--- config.mk ---
export PLATFORM = sky130hd
export DESIGN_NAME = irhr_top
export DESIGN_NICKNAME = d
export VERILOG_FILES = /design/src/verilog/irhr_pkg.sv /design/src/verilog/irhr_sync.sv /design/src/verilog/irhr_fifo.sv /design/src/verilog/irhr_top.sv
export SDC_FILE = /design/constraint.sdc
export NUM_CORES = 1
export LEC_CHECK = 0
export BUFFER_PORTS_ARGS = -buffer_cell sky130_fd_sc_hd__buf_2
export CORE_ASPECT_RATIO = 1.5
export CORE_MARGIN = 5
export CORE_UTILIZATION = 31
export DETAILED_ROUTE_END_ITERATION = 16
export HOLD_SLACK_MARGIN = 0.05
export SYNTH_ARGS = -nofsm -noshare
export SYNTH_HDL_FRONTEND = slang
export SYNTH_SLANG_ARGS = --single-unit
--- constraint.sdc ---
create_clock -name clk_i -period 2.75 [get_ports clk_i]
set_clock_uncertainty 0.05 [all_clocks]
set_input_delay 0.4125 -clock clk_i [delete_from_list [all_inputs] [get_ports clk_i]]
set_output_delay 0.4125 -clock clk_i [all_outputs]
set_load 0.02 [all_outputs]
--- src/verilog/irhr_pkg.sv ---
// Shared constants and types for the infrared host register bank.
// Assumes a 50 MHz single clock and a classic Wishbone register bus.
`default_nettype none

package irhr_pkg;

    // ========================================================
    // Bus geometry and register indices (byte address = 4*index)
    localparam int ADR_W = 5;
    localparam logic [2:0] IDX_DATA = 3'h0; // Data ports or divisor low
    localparam logic [2:0] IDX_IEN = 3'h1; // Enables or divisor high
    localparam logic [2:0] IDX_SRC = 3'h2; // Interrupt source
    localparam logic [2:0] IDX_LCTL = 3'h3; // Line control
    localparam logic [2:0] IDX_CFG = 3'h4; // Mode and thresholds
    localparam logic [2:0] IDX_STAT = 3'h5; // Status FIFO port

    // ========================================================
    // Field positions
    localparam int LCTL_DIV_BIT = 7;
    localparam int BIT_RX_THR = 0;
    localparam int BIT_TX_THR = 1;
    localparam int BIT_LAST_RD = 2;
    localparam int BIT_TIMEOUT = 2;
    localparam int BIT_OVERRUN = 3;
    localparam int BIT_STAT_THR = 4;
    localparam int BIT_UNDERRUN = 5;
    localparam int BIT_TC = 6;
    localparam int BIT_EOF = 7;

    // ========================================================
    // Modes and the enable bits each mode uses
    localparam logic [1:0] MODE_PIO = 2'h0;
    localparam logic [1:0] MODE_DMA = 2'h1;
    localparam logic [1:0] MODE_REMOTE = 2'h2;
    localparam logic [7:0] MASK_PIO = 8'hAF;
    localparam logic [7:0] MASK_DMA = 8'h74;
    localparam logic [7:0] MASK_REMOTE = 8'h2B;

    // ========================================================
    // Reset values
    localparam logic [7:0] IEN_RST = 8'h00;
    localparam logic [7:0] LCTL_RST = 8'h00;
    localparam logic [7:0] DIV_LOW_RST = 8'h01;
    localparam logic [7:0] DIV_HIGH_RST = 8'h00;
    localparam logic [31:0] CFG_RST = 32'h0101_0100;

    // ========================================================
    // Inter-frame gap timing
    localparam int GAP_TIME_US = 1000;
    localparam int CLK_FREQ_HZ = 50_000_000;
    localparam int GAP_CYCLES = GAP_TIME_US * (CLK_FREQ_HZ / 1_000_000);

    // ========================================================
    // Carriers
    typedef struct packed {
        logic last;
        logic [7:0] data;
    } irhr_rx_entry_s;

    typedef struct packed {
        logic [7:0] stat_thr;
        logic [7:0] tx_thr;
        logic [7:0] rx_thr;
        logic [5:0] spare;
        logic [1:0] mode;
    } irhr_cfg_s;

endpackage

`default_nettype wire

--- src/verilog/irhr_sync.sv ---
// Two-stage synchroniser for levels arriving from outside the clock domain.
// Assumes the input is a slow level; only the second stage is read outside.
`default_nettype none

module irhr_sync #(
    parameter int W = 1
) (
    input wire logic clk_i,
    input wire logic rst_i,
    input wire logic [W-1:0] async_i,
    output logic [W-1:0] sync_o
);

    logic [W-1:0] meta_q;

    // ========================================================
    // Synchroniser chain; first stage feeds only the second
    always_ff @(posedge clk_i) begin
        if (rst_i) begin
            meta_q <= '0;
            sync_o <= '0;
        end else begin
            meta_q <= async_i;
            sync_o <= meta_q;
        end
    end

endmodule

`default_nettype wire

--- src/verilog/irhr_fifo.sv ---
// Small synchronous FIFO with a registered head word.
// Assumes one clock; push when full and pop when empty are ignored.
`default_nettype none

module irhr_fifo #(
    parameter int W = 8,
    parameter int DEPTH = 16
) (
    input wire logic clk_i,
    input wire logic rst_i,
    input wire logic push_i,
    input wire logic [W-1:0] push_data_i,
    input wire logic pop_i,
    output logic [W-1:0] head_o,
    output logic head_ok_o,
    output logic [$clog2(DEPTH):0] level_o,
    output logic full_o
);

    localparam int AW = $clog2(DEPTH);

    logic [W-1:0] mem_q [DEPTH];
    logic [AW-1:0] wptr_q;
    logic [AW-1:0] rptr_q;
    wire do_push = push_i & ~full_o;
    wire do_pop = pop_i & head_ok_o;

    assign full_o = (level_o == (AW+1)'(DEPTH));

    // ========================================================
    // Storage; head is re-read every cycle so it tracks the pointer
    always_ff @(posedge clk_i) begin
        if (do_push) begin
            mem_q[wptr_q] <= push_data_i;
        end
        head_o <= mem_q[rptr_q];
    end

    // Pointers and level. Head is flagged stale for one cycle after a
    // pop, trading throughput for a plain registered read path.
    always_ff @(posedge clk_i) begin
        if (rst_i) begin
            wptr_q <= '0;
            rptr_q <= '0;
            level_o <= '0;
            head_ok_o <= 1'b0;
        end else begin
            if (do_push) wptr_q <= wptr_q + 1'b1;
            if (do_pop) rptr_q <= rptr_q + 1'b1;
            level_o <= level_o + (AW+1)'(do_push) - (AW+1)'(do_pop);
            head_ok_o <= (level_o != '0) & ~do_pop;
        end
    end

endmodule

`default_nettype wire

--- src/verilog/irhr_top.sv ---
// Host register bank of a serial infrared controller: divisor latches,
// receive/transmit data ports, per-mode interrupt enables and sources.
// Assumes a classic Wishbone master and a line coder on the same clock;
// only the terminal-count pin comes from outside the clock domain.
`default_nettype none

// What this block does
// - Divisor access set: index 0 reads and writes the divisor low byte.
// - Divisor access set: index 1 writes the divisor high byte only.
// - Divisor access clear: reading index 0 pops the receive FIFO.
// - Divisor access clear: writing index 0 pushes the transmit FIFO.
// - Interrupt enables reachable at index 1 only with divisor access clear.
// - PIO mode, enable 0: receive level at or above threshold.
// - PIO mode, enable 1: transmit level below threshold.
// - PIO mode, enable 2: host read the last byte of a frame.
// - PIO mode, enables 3, 5, 7: overrun, underrun, end of frame.
// - DMA mode, enable 2: one millisecond gap after a frame.
// - DMA mode, enable 4: status FIFO level at or above threshold.
// - DMA mode, enables 5 and 6: underrun and terminal count.
// - Remote mode, enables 0 and 1: receive and transmit thresholds.
// - Remote mode, enables 3 and 5; other enable bits unused.
// - Interrupt source sits at index 2 and is read only.
// - PIO end-of-frame flag sets on receive, before last-read, clears on read.
// - DMA terminal-count flag clears when the status FIFO is read.
module irhr_top #(
    parameter int RX_DEPTH = 16,
    parameter int TX_DEPTH = 16,
    parameter int STAT_DEPTH = 8,
    parameter int GAP_CYCLES = irhr_pkg::GAP_CYCLES
) (
    input wire logic clk_i,
    input wire logic rst_i,
    input wire logic [irhr_pkg::ADR_W-1:0] adr_i,
    input wire logic [31:0] dat_i,
    input wire logic [3:0] sel_i,
    input wire logic we_i,
    input wire logic cyc_i,
    input wire logic stb_i,
    output logic [31:0] dat_o,
    output logic ack_o,
    input wire logic rx_valid_i,
    input wire logic [7:0] rx_data_i,
    input wire logic rx_last_i,
    input wire logic tx_active_i,
    input wire logic tx_ready_i,
    output logic tx_valid_o,
    output logic [7:0] tx_data_o,
    input wire logic dma_tc_i,
    output logic [15:0] baud_div_o,
    output logic irq_o
);

    localparam int RXW = $clog2(RX_DEPTH);
    localparam int TXW = $clog2(TX_DEPTH);
    localparam int STW = $clog2(STAT_DEPTH);
    localparam int GW = $clog2(GAP_CYCLES + 1);

    // ========================================================
    // Elaboration checks
    if (RX_DEPTH < 2 || RX_DEPTH > 255 || (1 << RXW) != RX_DEPTH)
        $error("RX_DEPTH must be a power of two from 2 to 128");
    if (TX_DEPTH < 2 || TX_DEPTH > 255 || (1 << TXW) != TX_DEPTH)
        $error("TX_DEPTH must be a power of two from 2 to 128");
    if (STAT_DEPTH < 1 || STAT_DEPTH > 255)
        $error("STAT_DEPTH must be from 1 to 255");
    if (GAP_CYCLES < 2)
        $error("GAP_CYCLES must be at least 2");

    // ========================================================
    // Helpers
    function automatic logic [7:0] mode_mask(input logic [1:0] m);
        mode_mask = (m == irhr_pkg::MODE_PIO) ? irhr_pkg::MASK_PIO :
                    (m == irhr_pkg::MODE_DMA) ? irhr_pkg::MASK_DMA :
                    (m == irhr_pkg::MODE_REMOTE) ? irhr_pkg::MASK_REMOTE :
                    8'h00;
    endfunction

    function automatic logic [31:0] lane_merge(input logic [31:0] old,
                                               input logic [31:0] nw,
                                               input logic [3:0] sel);
        lane_merge = old;
        for (int i = 0; i < 4; i++) begin
            if (sel[i]) lane_merge[8*i +: 8] = nw[8*i +: 8];
        end
    endfunction

    // ========================================================
    // Registers
    logic [7:0] div_low_q;
    logic [7:0] div_high_q;
    logic [7:0] ien_q;
    logic [7:0] lctl_q;
    irhr_pkg::irhr_cfg_s cfg_q;
    logic [7:0] src_q;
    logic [7:0] src_d;
    logic [STW:0] stat_cnt_q;
    logic [GW-1:0] gap_q;
    logic tc_prev_q;

    // ========================================================
    // Bus decode; a request is taken in the cycle before ack
    wire bus_req = cyc_i & stb_i & ~ack_o;
    wire bus_wr = bus_req & we_i;
    wire bus_rd = bus_req & ~we_i;
    wire [2:0] idx = adr_i[4:2];
    wire div_acc = lctl_q[irhr_pkg::LCTL_DIV_BIT];
    wire lane0 = sel_i[0];
    wire at_data = (idx == irhr_pkg::IDX_DATA);
    wire at_ien = (idx == irhr_pkg::IDX_IEN);
    wire wr_div_low = bus_wr & lane0 & at_data & div_acc;
    wire wr_div_high = bus_wr & lane0 & at_ien & div_acc;
    wire wr_tx = bus_wr & lane0 & at_data & ~div_acc;
    wire wr_ien = bus_wr & lane0 & at_ien & ~div_acc;
    wire wr_lctl = bus_wr & lane0 & (idx == irhr_pkg::IDX_LCTL);
    wire wr_cfg = bus_wr & (idx == irhr_pkg::IDX_CFG);
    wire rd_rx = bus_rd & at_data & ~div_acc;
    wire rd_src = bus_rd & (idx == irhr_pkg::IDX_SRC);
    wire rd_stat = bus_rd & (idx == irhr_pkg::IDX_STAT);

    // ========================================================
    // Mode view; enables outside the mode are ignored
    wire [1:0] mode = cfg_q.mode;
    wire is_pio = (mode == irhr_pkg::MODE_PIO);
    wire is_dma = (mode == irhr_pkg::MODE_DMA);
    wire [7:0] mmask = mode_mask(mode);
    wire [7:0] ien_eff = ien_q & mmask;

    // ========================================================
    // Receive FIFO, filled by the receiver, drained by host reads
    irhr_pkg::irhr_rx_entry_s rx_push_w;
    irhr_pkg::irhr_rx_entry_s rx_head_w;
    logic rx_ok;
    logic rx_full;
    logic [RXW:0] rx_level;

    assign rx_push_w = '{last: rx_last_i, data: rx_data_i};

    irhr_fifo #(
        .W($bits(irhr_pkg::irhr_rx_entry_s)),
        .DEPTH(RX_DEPTH)
    ) u_rx_fifo (
        .clk_i(clk_i),
        .rst_i(rst_i),
        .push_i(rx_valid_i),
        .push_data_i(rx_push_w),
        .pop_i(rd_rx),
        .head_o(rx_head_w),
        .head_ok_o(rx_ok),
        .level_o(rx_level),
        .full_o(rx_full)
    );

    // ========================================================
    // Transmit FIFO, filled by host writes, drained into the stage
    logic [7:0] tx_head;
    logic tx_ok;
    logic [TXW:0] tx_level;
    wire tx_load = tx_ok & (~tx_valid_o | tx_ready_i);

    irhr_fifo #(
        .W(8),
        .DEPTH(TX_DEPTH)
    ) u_tx_fifo (
        .clk_i(clk_i),
        .rst_i(rst_i),
        .push_i(wr_tx),
        .push_data_i(dat_i[7:0]),
        .pop_i(tx_load),
        .head_o(tx_head),
        .head_ok_o(tx_ok),
        .level_o(tx_level),
        .full_o()
    );

    // Output stage toward the transmit line coder
    always_ff @(posedge clk_i) begin
        if (rst_i) begin
            tx_valid_o <= 1'b0;
            tx_data_o <= 8'h00;
        end else if (tx_load) begin
            tx_valid_o <= 1'b1;
            tx_data_o <= tx_head;
        end else if (tx_ready_i) begin
            tx_valid_o <= 1'b0;
        end
    end

    // ========================================================
    // Terminal-count pin: synchronised, then rising edge found
    logic tc_sync;

    irhr_sync #(
        .W(1)
    ) u_tc_sync (
        .clk_i(clk_i),
        .rst_i(rst_i),
        .async_i(dma_tc_i),
        .sync_o(tc_sync)
    );

    wire tc_rise = tc_sync & ~tc_prev_q;

    // ========================================================
    // Status FIFO: one entry per frame end in DMA mode; a host read
    // pops one. Only the count is kept, the frame records live elsewhere.
    wire frame_end = rx_valid_i & rx_last_i;
    wire stat_full = (stat_cnt_q == (STW+1)'(STAT_DEPTH));
    wire stat_push = is_dma & frame_end & ~stat_full;
    wire stat_pop = rd_stat & (stat_cnt_q != '0);
    wire gap_hit = (gap_q == GW'(GAP_CYCLES - 1));

    // Gap timer counts idle cycles while frames wait to be reported
    always_ff @(posedge clk_i) begin
        if (rst_i) begin
            stat_cnt_q <= '0;
            gap_q <= '0;
            tc_prev_q <= 1'b0;
        end else begin
            stat_cnt_q <= stat_cnt_q + (STW+1)'(stat_push)
                          - (STW+1)'(stat_pop);
            if (rx_valid_i || stat_pop || stat_cnt_q == '0) begin
                gap_q <= '0;
            end else if (gap_q != GW'(GAP_CYCLES)) begin
                gap_q <= gap_q + 1'b1;
            end
            tc_prev_q <= tc_sync;
        end
    end

    // ========================================================
    // Interrupt sources per mode
    wire any_rx = ~is_dma;
    // Levels widen to the threshold, so a large threshold never wraps
    wire rx_thr_hit = 8'(rx_level) >= cfg_q.rx_thr;
    wire tx_thr_low = 8'(tx_level) < cfg_q.tx_thr;
    wire stat_thr_hit = 9'(stat_cnt_q) >= 9'(cfg_q.stat_thr);
    wire last_read = is_pio & rd_rx & rx_ok & rx_head_w.last;
    wire underrun = tx_active_i & tx_ready_i & ~tx_valid_o;
    logic [7:0] src_set;
    logic [7:0] src_clr;

    assign src_set[irhr_pkg::BIT_RX_THR] = any_rx & rx_thr_hit;
    assign src_set[irhr_pkg::BIT_TX_THR] = any_rx & tx_thr_low;
    assign src_set[irhr_pkg::BIT_LAST_RD] = last_read |
        (is_dma & gap_hit);
    assign src_set[irhr_pkg::BIT_OVERRUN] =
        any_rx & rx_valid_i & rx_full;
    // The level before a pop must not re-arm the bit that read clears
    assign src_set[irhr_pkg::BIT_STAT_THR] =
        is_dma & stat_thr_hit & ~rd_stat;
    assign src_set[irhr_pkg::BIT_UNDERRUN] = underrun;
    assign src_set[irhr_pkg::BIT_TC] = is_dma & tc_rise;
    assign src_set[irhr_pkg::BIT_EOF] = is_pio & frame_end;

    // Reading the source clears it; a status FIFO read clears the DMA
    // bits tied to it. A set in the same cycle wins over either clear.
    assign src_clr = (rd_src ? 8'hFF : 8'h00) |
        ((rd_stat & is_dma) ? 8'h54 : 8'h00);
    assign src_d = ((src_q & ~src_clr) | src_set) & mmask;

    // ========================================================
    // Read data selection
    wire [7:0] rx_byte = rx_ok ? rx_head_w.data : 8'h00;
    wire [31:0] rd_data =
        at_data ? {24'h0, div_acc ? div_low_q : rx_byte} :
        at_ien ? {24'h0, div_acc ? 8'h00 : ien_q} :
        (idx == irhr_pkg::IDX_SRC) ? {24'h0, src_q} :
        (idx == irhr_pkg::IDX_LCTL) ? {24'h0, lctl_q} :
        (idx == irhr_pkg::IDX_CFG) ? cfg_q :
        (idx == irhr_pkg::IDX_STAT) ? {{(31-STW){1'b0}}, stat_cnt_q} :
        32'h0;

    // ========================================================
    // Bus answer: one wait state, then ack for one cycle
    always_ff @(posedge clk_i) begin
        if (rst_i) begin
            ack_o <= 1'b0;
            dat_o <= 32'h0;
        end else begin
            ack_o <= bus_req;
            dat_o <= bus_rd ? rd_data : 32'h0;
        end
    end

    // ========================================================
    // Software-written registers
    always_ff @(posedge clk_i) begin
        if (rst_i) begin
            div_low_q <= irhr_pkg::DIV_LOW_RST;
            div_high_q <= irhr_pkg::DIV_HIGH_RST;
            ien_q <= irhr_pkg::IEN_RST;
            lctl_q <= irhr_pkg::LCTL_RST;
            cfg_q <= irhr_pkg::CFG_RST;
        end else begin
            if (wr_div_low) div_low_q <= dat_i[7:0];
            if (wr_div_high) div_high_q <= dat_i[7:0];
            if (wr_ien) ien_q <= dat_i[7:0];
            if (wr_lctl) lctl_q <= dat_i[7:0];
            if (wr_cfg) cfg_q <= lane_merge(cfg_q, dat_i, sel_i);
        end
    end

    // Divisor output follows the latches directly
    assign baud_div_o = {div_high_q, div_low_q};

    // ========================================================
    // Pending bits and the level interrupt. The output is registered
    // from the next state so it appears with the bit, not a cycle late.
    always_ff @(posedge clk_i) begin
        if (rst_i) begin
            src_q <= 8'h00;
            irq_o <= 1'b0;
        end else begin
            src_q <= src_d;
            irq_o <= |(src_d & ien_eff);
        end
    end

endmodule

`default_nettype wire

==> results of run 1 <==
cells by family (layout without fill, tap and decap cells):
| logic type | count (synthesis) | count (layout) | synth area share |
|---|---|---|---|
| AOI/OAI and AO/OA | 104 | 104 | 0.0381 |
| muxes | 147 | 147 | 0.140 |
| DFF | 455 | 455 | 0.655 |
| buffers and inverters | 110 | 344 | 0.0236 |
| other | 0 | 1 | 0 |
| adders and majority gates | 46 | 46 | 0.0331 |
| xor gates and xnor gates | 32 | 32 | 0.0155 |
| and+or+nand+nor | 350 | 350 | 0.0940 |
worst max-delay path, stage by stage, from the launching register on:
cell	delay, ps
dfxtp_1	550
nor2b_1	100
and3_1	220
ha_1	270
inv_1	40
ha_1	190
fa_1	410
a21oi_1	140
nor2_1	60
or3_1	340
a21oi_1	130
through the flow:
step | utilization | instances | setup slack (ps) | TNS (ps)
after global routing | 0.377 | 2249 | 23.8 | 0
after global placement | 0.345 | 2140 | 41.4 | 0
after CTS | 0.376 | 2248 | 177 | 0
after detailed placement | 0.345 | 2140 | 56.3 | 0
after floorplan | - | 1244 | -17.8 | -428
final | 0.377 | 2249 | 188 | 0
sequential cells by signal, indices dropped and copies added (netlist names), 5 cells and up:
| register | flops |
|---|---|
| u_tx_fifo.mem_q | 128 |
| div_low_q | 8 |
| gap_q | 16 |
| u_rx_fifo.mem_q | 144 |
| u_tx_fifo.head_o | 8 |
| tx_data_o | 8 |
| u_rx_fifo.head_o | 9 |
| u_rx_fifo.level_o | 5 |
| u_tx_fifo.level_o | 5 |
| src_q | 8 |
| div_high_q | 8 |
| dat_o | 32 |
| ien_q | 8 |
| cfg_q | 30 |
| lctl_q | 8 |
routing by layer:
layer	share of wire	vias up	global-route usage	routed length (um)
met3	0.045	56	0.0233	1860
met1	0.38	5295	0.144	15900
li1	-	5038	-	-
met5	0	-	0	0
met4	0.026	0	0.0455	1080
met2	0.55	232	0.243	22700
power by group through the flow:
| stage | Clock [mW] | Sequential, mW | Combinational (mW) |
|---|---|---|---|
| floorplan | 0 | 7.79 | 1.39 |
| global placement | 0 | 7.78 | 2.07 |
| detailed placement | 0 | 7.78 | 2.10 |
| CTS | 6.64 | 7.64 | 2.14 |
| global route | 6.90 | 7.66 | 2.33 |
| finish | 6.43 | 7.64 | 2.08 |
layout make-up:
cell class,count,share of cell area
repair buffers,208,0.0640
inverters,50,0.00862
clock buffers,62,0.0608
diodes,1,0.000115
multi-input cells,679,0.267
flip-flops and latches,455,0.543
clock inverters,24,0.0118
well taps,770,0.0442
how the worst max path moves through the flow:
stage / from / to / slack, ps
floorplan: adr_i[3] / u_tx_fifo.mem_q[0][0]$_DFFE_PP_ / -20
global placement: cyc_i / u_rx_fifo.level_o[4]$_SDFF_PP0_ / 40
detailed placement: cyc_i / u_rx_fifo.level_o[4]$_SDFF_PP0_ / 60
finish: lctl_q[7]$_SDFFE_PP0P_ / u_rx_fifo.level_o[4]$_SDFF_PP0_ / 190
CTS: lctl_q[7]$_SDFFE_PP0P_ / u_rx_fifo.level_o[4]$_SDFF_PP0_ / 180
global route: lctl_q[7]$_SDFFE_PP0P_ / u_rx_fifo.level_o[4]$_SDFF_PP0_ / 20
layout by cell type, fill, tap and decap left out, drive strengths merged, types with 11 or more instances in the layout:
| cell | n |
|---|---|
| dfxtp | 183 |
| xnor2 | 16 |
| mux2i | 62 |
| and2 | 14 |
| dlygate4sd3 | 22 |
| nand2 | 71 |
| ha | 43 |
| buf | 186 |
| edfxtp | 272 |
| mux4 | 85 |
| clkbuf | 62 |
| nor4 | 18 |
| nand4 | 11 |
| a21oi | 42 |
| clkinv | 16 |
| nor2 | 138 |
| inv | 53 |
| xor2 | 16 |
| nor3 | 19 |
| nand3 | 16 |
| nand2b | 16 |
what timing repair did:
action	4_1_cts	5_1_grt
hold buffers	22	0
endpoints found under the hold margin	22	0
resized for setup	0	1
endpoints found under the setup margin	0	1
buffers inserted	0	0
==> run_results.csv, run 1 <==
group,metric,value,unit
run_status,status,"finished clean",
job,maxCapViolations,0,
place,place_hpwl,28900,um
timing,timing.hold.ws,96.8,ps
timing,finalMaxSlewViolations,0,
logic_synthesis,ys.flop_type,"edfxtp_1",
global_routing,grt_first_pass_wirelength,63900,um
power,p_per_area,741,mW/mm^2
timing,setup_viol_count_final,0,
timing,tightestPinTransition,669,ps
floorplanning,die_area,0.0633,sq mm
floorplanning,core.rowCount,108,
routing,drtIter0Drc,481,
layout,final_net_count,1545,
worst_setup_path,crit_fanout,10,
worst_setup_path,rr_endpoint,"u_rx_fifo.level_o[4]$_SDFF_PP0_",
floorplanning,die_h,306,um
worst_setup_path,rr_startpoint,"lctl_q[7]$_SDFFE_PP0P_",
worst_setup_path,worstRegToRegCells,10,
logic_synthesis,syn-cell-area,0.0181,sq mm
logic_synthesis,synth-edff-count,272,
global_routing,grt_pass1_vias,11000,
floorplanning,ios,118,
logic_synthesis,syn_inst,1244,
power,seq_power_share,0.473,
routing,post-route-drc-count,0,
timing,timing.fmax,0.390,GHz
logic_synthesis,ys_ff_latch,455,
layout,synthToLayoutAreaGrowth,20.6,%
power,power.total,16.1,mW
layout,multi_input_area,0.00582,sq mm
cts,clock_path_buffers,3,
layout,nFillCells,5522,
layout,regArea,0.0118,sq mm
routing,num_vias,10600,
worst_hold_path,hp-start,"dat_i[24]",
global_routing,overflow,0,
timing,slew_headroom,0.553,
logic_synthesis,synth_nets,1349,
cts,path_clk_slew,60,ps
cts,cts_tree,"done",
logic_synthesis,async_flop_share,0,
worst_setup_path,end_kind,"flop",
power,power_frac_comb,0.129,
power,p_int,12.3,mW
place,dpl_cell_area,0.0200,sq mm
worst_setup_path,critPathLaunchType,"flop",
routing,wl_per_cell,18.4,um
worst_setup_path,ff2ff_setup_slack,190,ps
logic_synthesis,ys_top_cells_by_area,"edfxtp_1 (45%), dfxtp_1 (20%), mux4_2 (11%)",
place,place_congestion,0.846,
timing,fin_crit,2560,ps
timing,period_share,0.932,
logic_synthesis,yosys_warnings,0,
logic_synthesis,yosysTopAreaCell,"edfxtp_1",
routing,drtPass1Iterations,5,
floorplanning,dieWidth,207,um
layout,fin_area,0.0218,sq mm
global_routing,grt_max_degree,72,
global_routing,grtUsageTotal,0.128,
logic_synthesis,synth.most_common_cell,"edfxtp_1",
cts,insertion_delay,580,ps
worst_setup_path,critPathKind,"flop to flop",
logic_synthesis,synth.distinct_cells,59,
power,clockPowerShare,0.398,
routing,post_drt_via_cell_ratio,4.72,
worst_hold_path,hold_class,"input pin to flop",
worst_setup_path,arrival,3020,ps
timing,hold_violations,0,
global_routing,antenna_found_initial,1,
cts,cts-root-buf,"clkbuf_16",
logic_synthesis,synth_area_per_cell,14.5,sq um
cts,htree_levels,2,
power,irDropWorstVdd,401,uV
routing,routed_wl,41500,um
layout,drive_above_1_share,0.243,
power,power.leakage,7.92,nW
logic_synthesis,yosysSeqAreaShare,0.655,
worst_setup_path,crit_required,3210,ps
timing,rsz0062_at_grt,"no",
worst_hold_path,min_to,"cfg_q[24]$_SDFFE_PP1P_",
worst_hold_path,worstHoldPathCells,3,
power,p_sw_frac,0.241,
power,power.switching,3.89,mW
cts,cts_sinks,455,
cts,cts_made_buffers,46,
place,numPortBuffers,115,
floorplanning,initial_core_util,0.312,
logic_synthesis,synthDominantCellAreaShare,0.452,
routing,ant_nets,0,
floorplanning,core-area,0.0578,sq mm
logic_synthesis,synth_common_cells,"edfxtp_1 (272), dfxtp_1 (183), nor2_1 (138)",
No activity file was read; power rests on OpenSTA's default activity.
==> run 2: changes to the inputs <==
--- a/config.mk
+++ b/config.mk
@@ -11,6 +11,7 @@
 export CORE_UTILIZATION = 31
 export DETAILED_ROUTE_END_ITERATION = 16
 export HOLD_SLACK_MARGIN = 0.05
+export RECOVER_POWER = 25
 export SYNTH_ARGS = -nofsm -noshare
 export SYNTH_HDL_FRONTEND = slang
 export SYNTH_SLANG_ARGS = --single-unit
==> run 2 against run 1 <==
  * Critical path depth stayed put
  * Non-clock buffer count stayed put
  * Total power hardly changed
  * Die area stayed put
  * Global-route usage stayed put
  * Final cell count stayed put
  * Flip-flop and latch count stayed put
  * Routed wire length hardly changed
  * Sequential power hardly changed
  * Maximum frequency hardly changed
  * Cell area hardly changed
==> run_results.csv, run 2 (synthesis results as in run 1) <==
group,metric,value,unit
run_status,status,"finished clean",
floorplanning,die_h,306,um
timing,tightestPinTransition,1140,ps
floorplanning,die_area,0.0633,sq mm
worst_setup_path,crit_slowest_cell,"dfxtp_1",
routing,drtIter0Drc,463,
routing,drtPass1Iterations,5,
routing,num_vias,10600,
floorplanning,core-area,0.0578,sq mm
cts,cts_tree,"done",
layout,drive_above_1_share,0.233,
place,place_congestion,0.846,
power,p_int,12.3,mW
routing,post-route-drc-count,0,
power,clockPowerShare,0.398,
global_routing,antenna_found_initial,1,
global_routing,grt_max_degree,72,
place,place_hpwl,28900,um
layout,largest_register_ffs,144,
floorplanning,dieWidth,207,um
worst_setup_path,ff2ff_setup_slack,190,ps
power,irDropWorstVdd,402,uV
worst_setup_path,critPathKind,"flop to flop",
routing,post_drt_via_cell_ratio,4.72,
power,p_sw_frac,0.241,
layout,synthToLayoutAreaGrowth,20.5,%
power,power_frac_comb,0.129,
worst_setup_path,end_kind,"flop",
cts,cts_sinks,455,
worst_setup_path,cp_slowest_stage_delay,550,ps
cts,cts_made_buffers,46,
worst_setup_path,path_cells,"nor2b_1, and3_1, ha_1, inv_1, ha_1, fa_1, a21oi_1, nor2_1, or3_1, a21oi_1",
cts,clock_path_buffers,3,
timing,timing.fmax,0.391,GHz
worst_hold_path,hold_class,"input pin to flop",
timing,setup_tns,0,ps
timing,fin_ws,189,ps
timing,period_share,0.931,
layout,regArea,0.0118,sq mm
layout,nFillCells,5530,
place,dp_slack,56.3,ps
floorplanning,ios,118,
layout,final_cell_mix,"edfxtp_1 (272), dfxtp_1 (181), nor2_1 (138)",
global_routing,overflow,0,
floorplanning,core.rowCount,108,
place,numPortBuffers,115,
worst_setup_path,critPathLaunchType,"flop",
layout,reg_top3,"u_rx_fifo.mem_q (144), u_tx_fifo.mem_q (128), dat_o (32)",
worst_setup_path,crit_fanout,10,
power,seq_power_share,0.473,
worst_setup_path,cpLargestDelayFamily,"adder cells",
cts,insertion_delay,580,ps
timing,slew_headroom,0.239,
timing,fin_crit,2560,ps
routing,routed_wl,41500,um
timing,timing.hold.ws,96.2,ps
timing,setup_viol_count_final,0,
layout,multi_input_area,0.00582,sq mm
layout,final_net_count,1545,
layout,regMostFlops,"u_rx_fifo.mem_q",
cts,cts-root-buf,"clkbuf_16",
global_routing,grtUsageTotal,0.128,
power,power.leakage,7.88,nW
routing,ant_nets,0,
power,p_per_area,742,mW/mm^2
power,power.switching,3.89,mW
global_routing,grt_first_pass_wirelength,63900,um
global_routing,grt_pass1_vias,11000,
cts,htree_levels,2,
timing,finalMaxSlewViolations,0,
job,maxCapViolations,0,
worst_setup_path,crit_required,3210,ps
layout,final_common_cell,"edfxtp_1",
cts,path_clk_slew,60,ps
timing,hold_violations,0,
timing,rsz0062_at_grt,"no",
floorplanning,initial_core_util,0.312,
worst_setup_path,path_buf_inv,1,
routing,wl_per_cell,18.4,um
worst_setup_path,arrival,3020,ps
[run 2: final cells by class]
cell class                      instances  area share
Inverter                               50     0.00863
Antenna cell                            1    0.000115
Sequential cell                       455       0.544
Timing Repair Buffer                  208      0.0631
Clock inverter                         24      0.0118
Clock buffer                           62      0.0609
Tap cell                              770      0.0443
Multi-Input combinational cell        679       0.267
[run 2: power by group through the flow]
stage | Combinational, mW | Sequential, mW | Clock, mW
after floorplan | 1.39 | 7.79 | 0
after global placement | 2.07 | 7.78 | 0
after detailed placement | 2.10 | 7.78 | 0
after CTS | 2.14 | 7.64 | 6.64
after global routing | 2.33 | 7.67 | 6.90
final | 2.08 | 7.64 | 6.43
[run 2: routing by layer]
| layer | vias up | GRT usage | share of wire |
|---|---|---|---|
| li1 | 5040 | - | - |
| met5 | - | 0 | 0 |
| met4 | 0 | 0.0455 | 0.026 |
| met1 | 5303 | 0.144 | 0.38 |
| met2 | 214 | 0.243 | 0.54 |
| met3 | 54 | 0.0233 | 0.045 |
[run 2: final timing paths]
| path | start | end | cells after the start |
|---|---|---|---|
| setup / recovery | lctl_q[7]$_SDFFE_PP0P_ | u_rx_fifo.level_o[4]$_SDFF_PP0_ | 10 |
| hold / removal | dat_i[24] | cfg_q[24]$_SDFFE_PP1P_ | 3 |
| setup reg to reg | lctl_q[7]$_SDFFE_PP0P_ | u_rx_fifo.level_o[4]$_SDFF_PP0_ | 10 |
| hold reg to reg | u_tx_fifo.head_o[6]$_DFF_P_ | tx_data_o[6]$_SDFFE_PP0P_ | 2 |
[run 2: through the flow]
step                cells  instance area, sq um  power, mW   util
floorplan            1244                 18100       9.18      -
detailed placement   2140                 20000       9.89  0.345
global route         2249                 21800       16.9  0.376
CTS                  2248                 21800       16.4  0.376
finish               2249                 21800       16.1  0.376
global placement     2140                 20000       9.85  0.345
[run 2: what timing repair did]
| item | in CTS | in global routing |
|---|---|---|
| endpoints found under the hold margin | 22 | 0 |
| hold buffers | 22 | 0 |
| setup buffers | 0 | 0 |
| setup endpoints to repair | 0 | 1 |
| resized for setup | 0 | 1 |
[run 2: worst min-delay path, cell delays in order]
cell and delay [ps]:
buf_2 70, and3_1 130, a211o_1 90
==> run 3: changes to the inputs <==
--- a/config.mk
+++ b/config.mk
@@ -5,6 +5,7 @@
 export SDC_FILE = /design/constraint.sdc
 export NUM_CORES = 1
 export LEC_CHECK = 0
+export ABC_AREA = 1
 export BUFFER_PORTS_ARGS = -buffer_cell sky130_fd_sc_hd__buf_2
 export CORE_ASPECT_RATIO = 1.5
 export CORE_MARGIN = 5
==> run 3 against run 2 <==
  * Combinational power grew 14%
  * First-iteration DRC count grew 87%
  * Sequential power rose by 0.7%
  * Area after synthesis increased by 1.1%
  * Setup slack improved by 150 ps
  * Flip-flop and latch count is the same
  * Sequential share of layout area is 0.71 points higher
  * Cell area decreased by 1.3%
  * Highest routed layer unchanged
==> run_results.csv, run 3 <==
group,metric,value,unit
power,p_per_area,752,mW/mm^2
logic_synthesis,ys_ff_latch,455,
layout,reg_top3,"u_rx_fifo.mem_q (144), u_tx_fifo.mem_q (128), dat_o (32)",
worst_setup_path,end_kind,"flop",
place,place_hpwl,33000,um
layout,final_cell_mix,"nor2_1 (278), edfxtp_1 (272), o21ai_0 (188)",
global_routing,overflow,0,
cts,insertion_delay,590,ps
worst_setup_path,cpLargestDelayFamily,"adder cells",
timing,hold_violations,0,
cts,cts_made_buffers,45,
timing,tightestPinTransition,884,ps
global_routing,grtUsageTotal,0.146,
logic_synthesis,ys.flop_type,"edfxtp_1",
logic_synthesis,synth_area_per_cell,10.9,sq um
cts,htree_levels,2,
logic_synthesis,async_flop_share,0,
floorplanning,ios,118,
logic_synthesis,synth-edff-count,272,
logic_synthesis,yosysTopAreaCell,"edfxtp_1",
routing,drtIter0Drc,864,
routing,ant_nets,0,
layout,regMostFlops,"u_rx_fifo.mem_q",
power,seq_power_share,0.476,
power,irDropWorstVdd,564,uV
logic_synthesis,synth.most_common_cell,"nor2_1",
timing,finalMaxSlewViolations,0,
cts,cts-root-buf,"clkbuf_16",
timing,timing.fmax,0.414,GHz
global_routing,grt_first_pass_wirelength,73200,um
worst_setup_path,crit_required,3150,ps
timing,setup_tns,0,ps
power,power_frac_comb,0.147,
routing,post-route-drc-count,0,
place,numPortBuffers,115,
floorplanning,initial_core_util,0.311,
place,dpl_cell_area,0.0200,sq mm
layout,drive_above_1_share,0.145,
job,maxCapViolations,0,
logic_synthesis,yosys_warnings,0,
logic_synthesis,yosysSeqAreaShare,0.648,
global_routing,antenna_found_initial,0,
power,power.leakage,7.90,nW
logic_synthesis,synth_nets,1778,
power,p_sw_frac,0.270,
timing,slew_headroom,0.411,
place,place_congestion,0.886,
worst_setup_path,critPathLaunchType,"flop",
floorplanning,core-area,0.0586,sq mm
power,power.switching,4.36,mW
worst_setup_path,crit_fanout,3,
floorplanning,die_area,0.0639,sq mm
worst_hold_path,hold_class,"input pin to flop",
timing,setup_viol_count_final,0,
timing,timing.hold.ws,80.7,ps
timing,fin_crit,2410,ps
power,p_int,11.8,mW
floorplanning,core.rowCount,109,
layout,largest_register_ffs,144,
layout,diodes,0,
worst_setup_path,critPathKind,"flop to flop",
layout,fin_area,0.0215,sq mm
global_routing,grt_pass1_vias,12900,
layout,final_net_count,1936,
logic_synthesis,synthDominantCellAreaShare,0.448,
worst_setup_path,path_cells,"inv_1, ha_1, nand3_1, nor2_1, nor3_1, nand2_1, inv_2, ha_1, inv_1, fa_1, nor3_1, a211oi_1, o21ai_0, a21oi_1",
routing,drtPass1Iterations,5,
logic_synthesis,syn_inst,1673,
cts,clock_path_buffers,3,
logic_synthesis,synth_common_cells,"nor2_1 (278), edfxtp_1 (272), o21ai_0 (188)",
layout,final_common_cell,"nor2_1",
routing,post_drt_via_cell_ratio,4.90,
run_status,status,"finished clean",
routing,num_vias,13000,
timing,rsz0062_at_grt,"no",
global_routing,grt_max_degree,67,
logic_synthesis,syn-cell-area,0.0183,sq mm
cts,cts_tree,"done",
cts,path_clk_slew,60,ps
layout,synthToLayoutAreaGrowth,17.7,%
timing,period_share,0.878,
worst_setup_path,crit_slowest_cell,"fa_1",
floorplanning,die_h,307,um
cts,cts_sinks,455,
worst_setup_path,arrival,2820,ps
logic_synthesis,ys_top_cells_by_area,"edfxtp_1 (45%), dfxtp_1 (20%), nor2_1 (5.7%)",
routing,routed_wl,48200,um
logic_synthesis,synth.distinct_cells,49,
routing,wl_per_cell,18.2,um
worst_setup_path,cp_slowest_stage_delay,410,ps
floorplanning,dieWidth,208,um
worst_setup_path,path_buf_inv,3,
power,clockPowerShare,0.377,
==> run 3: final cells by class <==
| type | instances | area, sq um |
|---|---|---|
| timing repair buffer | 189 | 1160 |
| clock buffer | 63 | 1240 |
| clock inverter | 20 | 204 |
| sequential | 455 | 11800 |
| fill | 5812 | 37200 |
| inverter | 130 | 492 |
| tap | 777 | 972 |
| multi-input combinational | 1010 | 5570 |
==> run 3: cells by family after synthesis <==
| group | after synthesis | synth area share |
|---|---|---|
| compound gates | 411 | 0.133 |
| xor+xnor | 6 | 0.00288 |
| fa+ha+maj | 46 | 0.0328 |
| buf+inv | 208 | 0.0463 |
| flops | 455 | 0.648 |
| mux | 24 | 0.0132 |
| simple gates | 523 | 0.123 |
==> run 3: power by group through the flow <==
stage	registers, mW	logic (mW)	clock network, mW
after CTS	7.69	2.39	6.26
after detailed placement	7.84	2.37	0
after global placement	7.83	2.30	0
final	7.69	2.37	6.09
after global routing	7.73	2.70	6.51
after floorplan	7.87	1.50	0
==> run 3: metal layers <==
metal  vias up  global-route usage  routed length, um  part of all wire
met2       333               0.271              25400              0.53
met3       103              0.0260               2270             0.047
met5         -                   0                  0                 0
li1       6215                   -                  -                 -
met1      6309               0.160              18300              0.38
met4         0              0.0688               2130             0.044
==> run 3: stage by stage <==
stage	util	total power, mW	cells	setup WS, ps
2_1_floorplan	-	9.36	1673	299
3_3_place_gp	0.340	10.1	2552	187
3_5_place_dp	0.340	10.2	2552	179
4_1_cts	0.366	16.3	2642	223
5_1_grt	0.366	16.9	2644	76.9
6_report	0.366	16.2	2644	336
==> run 3: tightest hold or removal path, stage by stage <==
cell     delay (ps)
buf_2            80
o21ai_0          80
a21oi_1         100
==> run 3: worst paths after layout <==
| check | endpoint | startpoint | slack [ps] | cells after the start |
|---|---|---|---|---|
| worst max register to register | u_tx_fifo.level_o[4]$_SDFF_PP0_ | u_tx_fifo.level_o[2]$_SDFF_PP0_ | 340 | 14 |
| worst min register to register | u_tc_sync.sync_o$_SDFF_PP0_ | u_tc_sync.meta_q$_SDFF_PP0_ | 350 | 2 |
| worst max-delay path | u_tx_fifo.level_o[4]$_SDFF_PP0_ | u_tx_fifo.level_o[2]$_SDFF_PP0_ | 340 | 14 |
| worst min-delay path | cfg_q[18]$_SDFFE_PP0P_ | dat_i[18] | 80 | 3 |
==> run 3: repair_timing <==
action,in CTS,in global routing
setup buffers,0,2
setup endpoints to repair,0,1
gates resized for setup,0,0
hold endpoints to repair,7,0
hold buffers,7,0
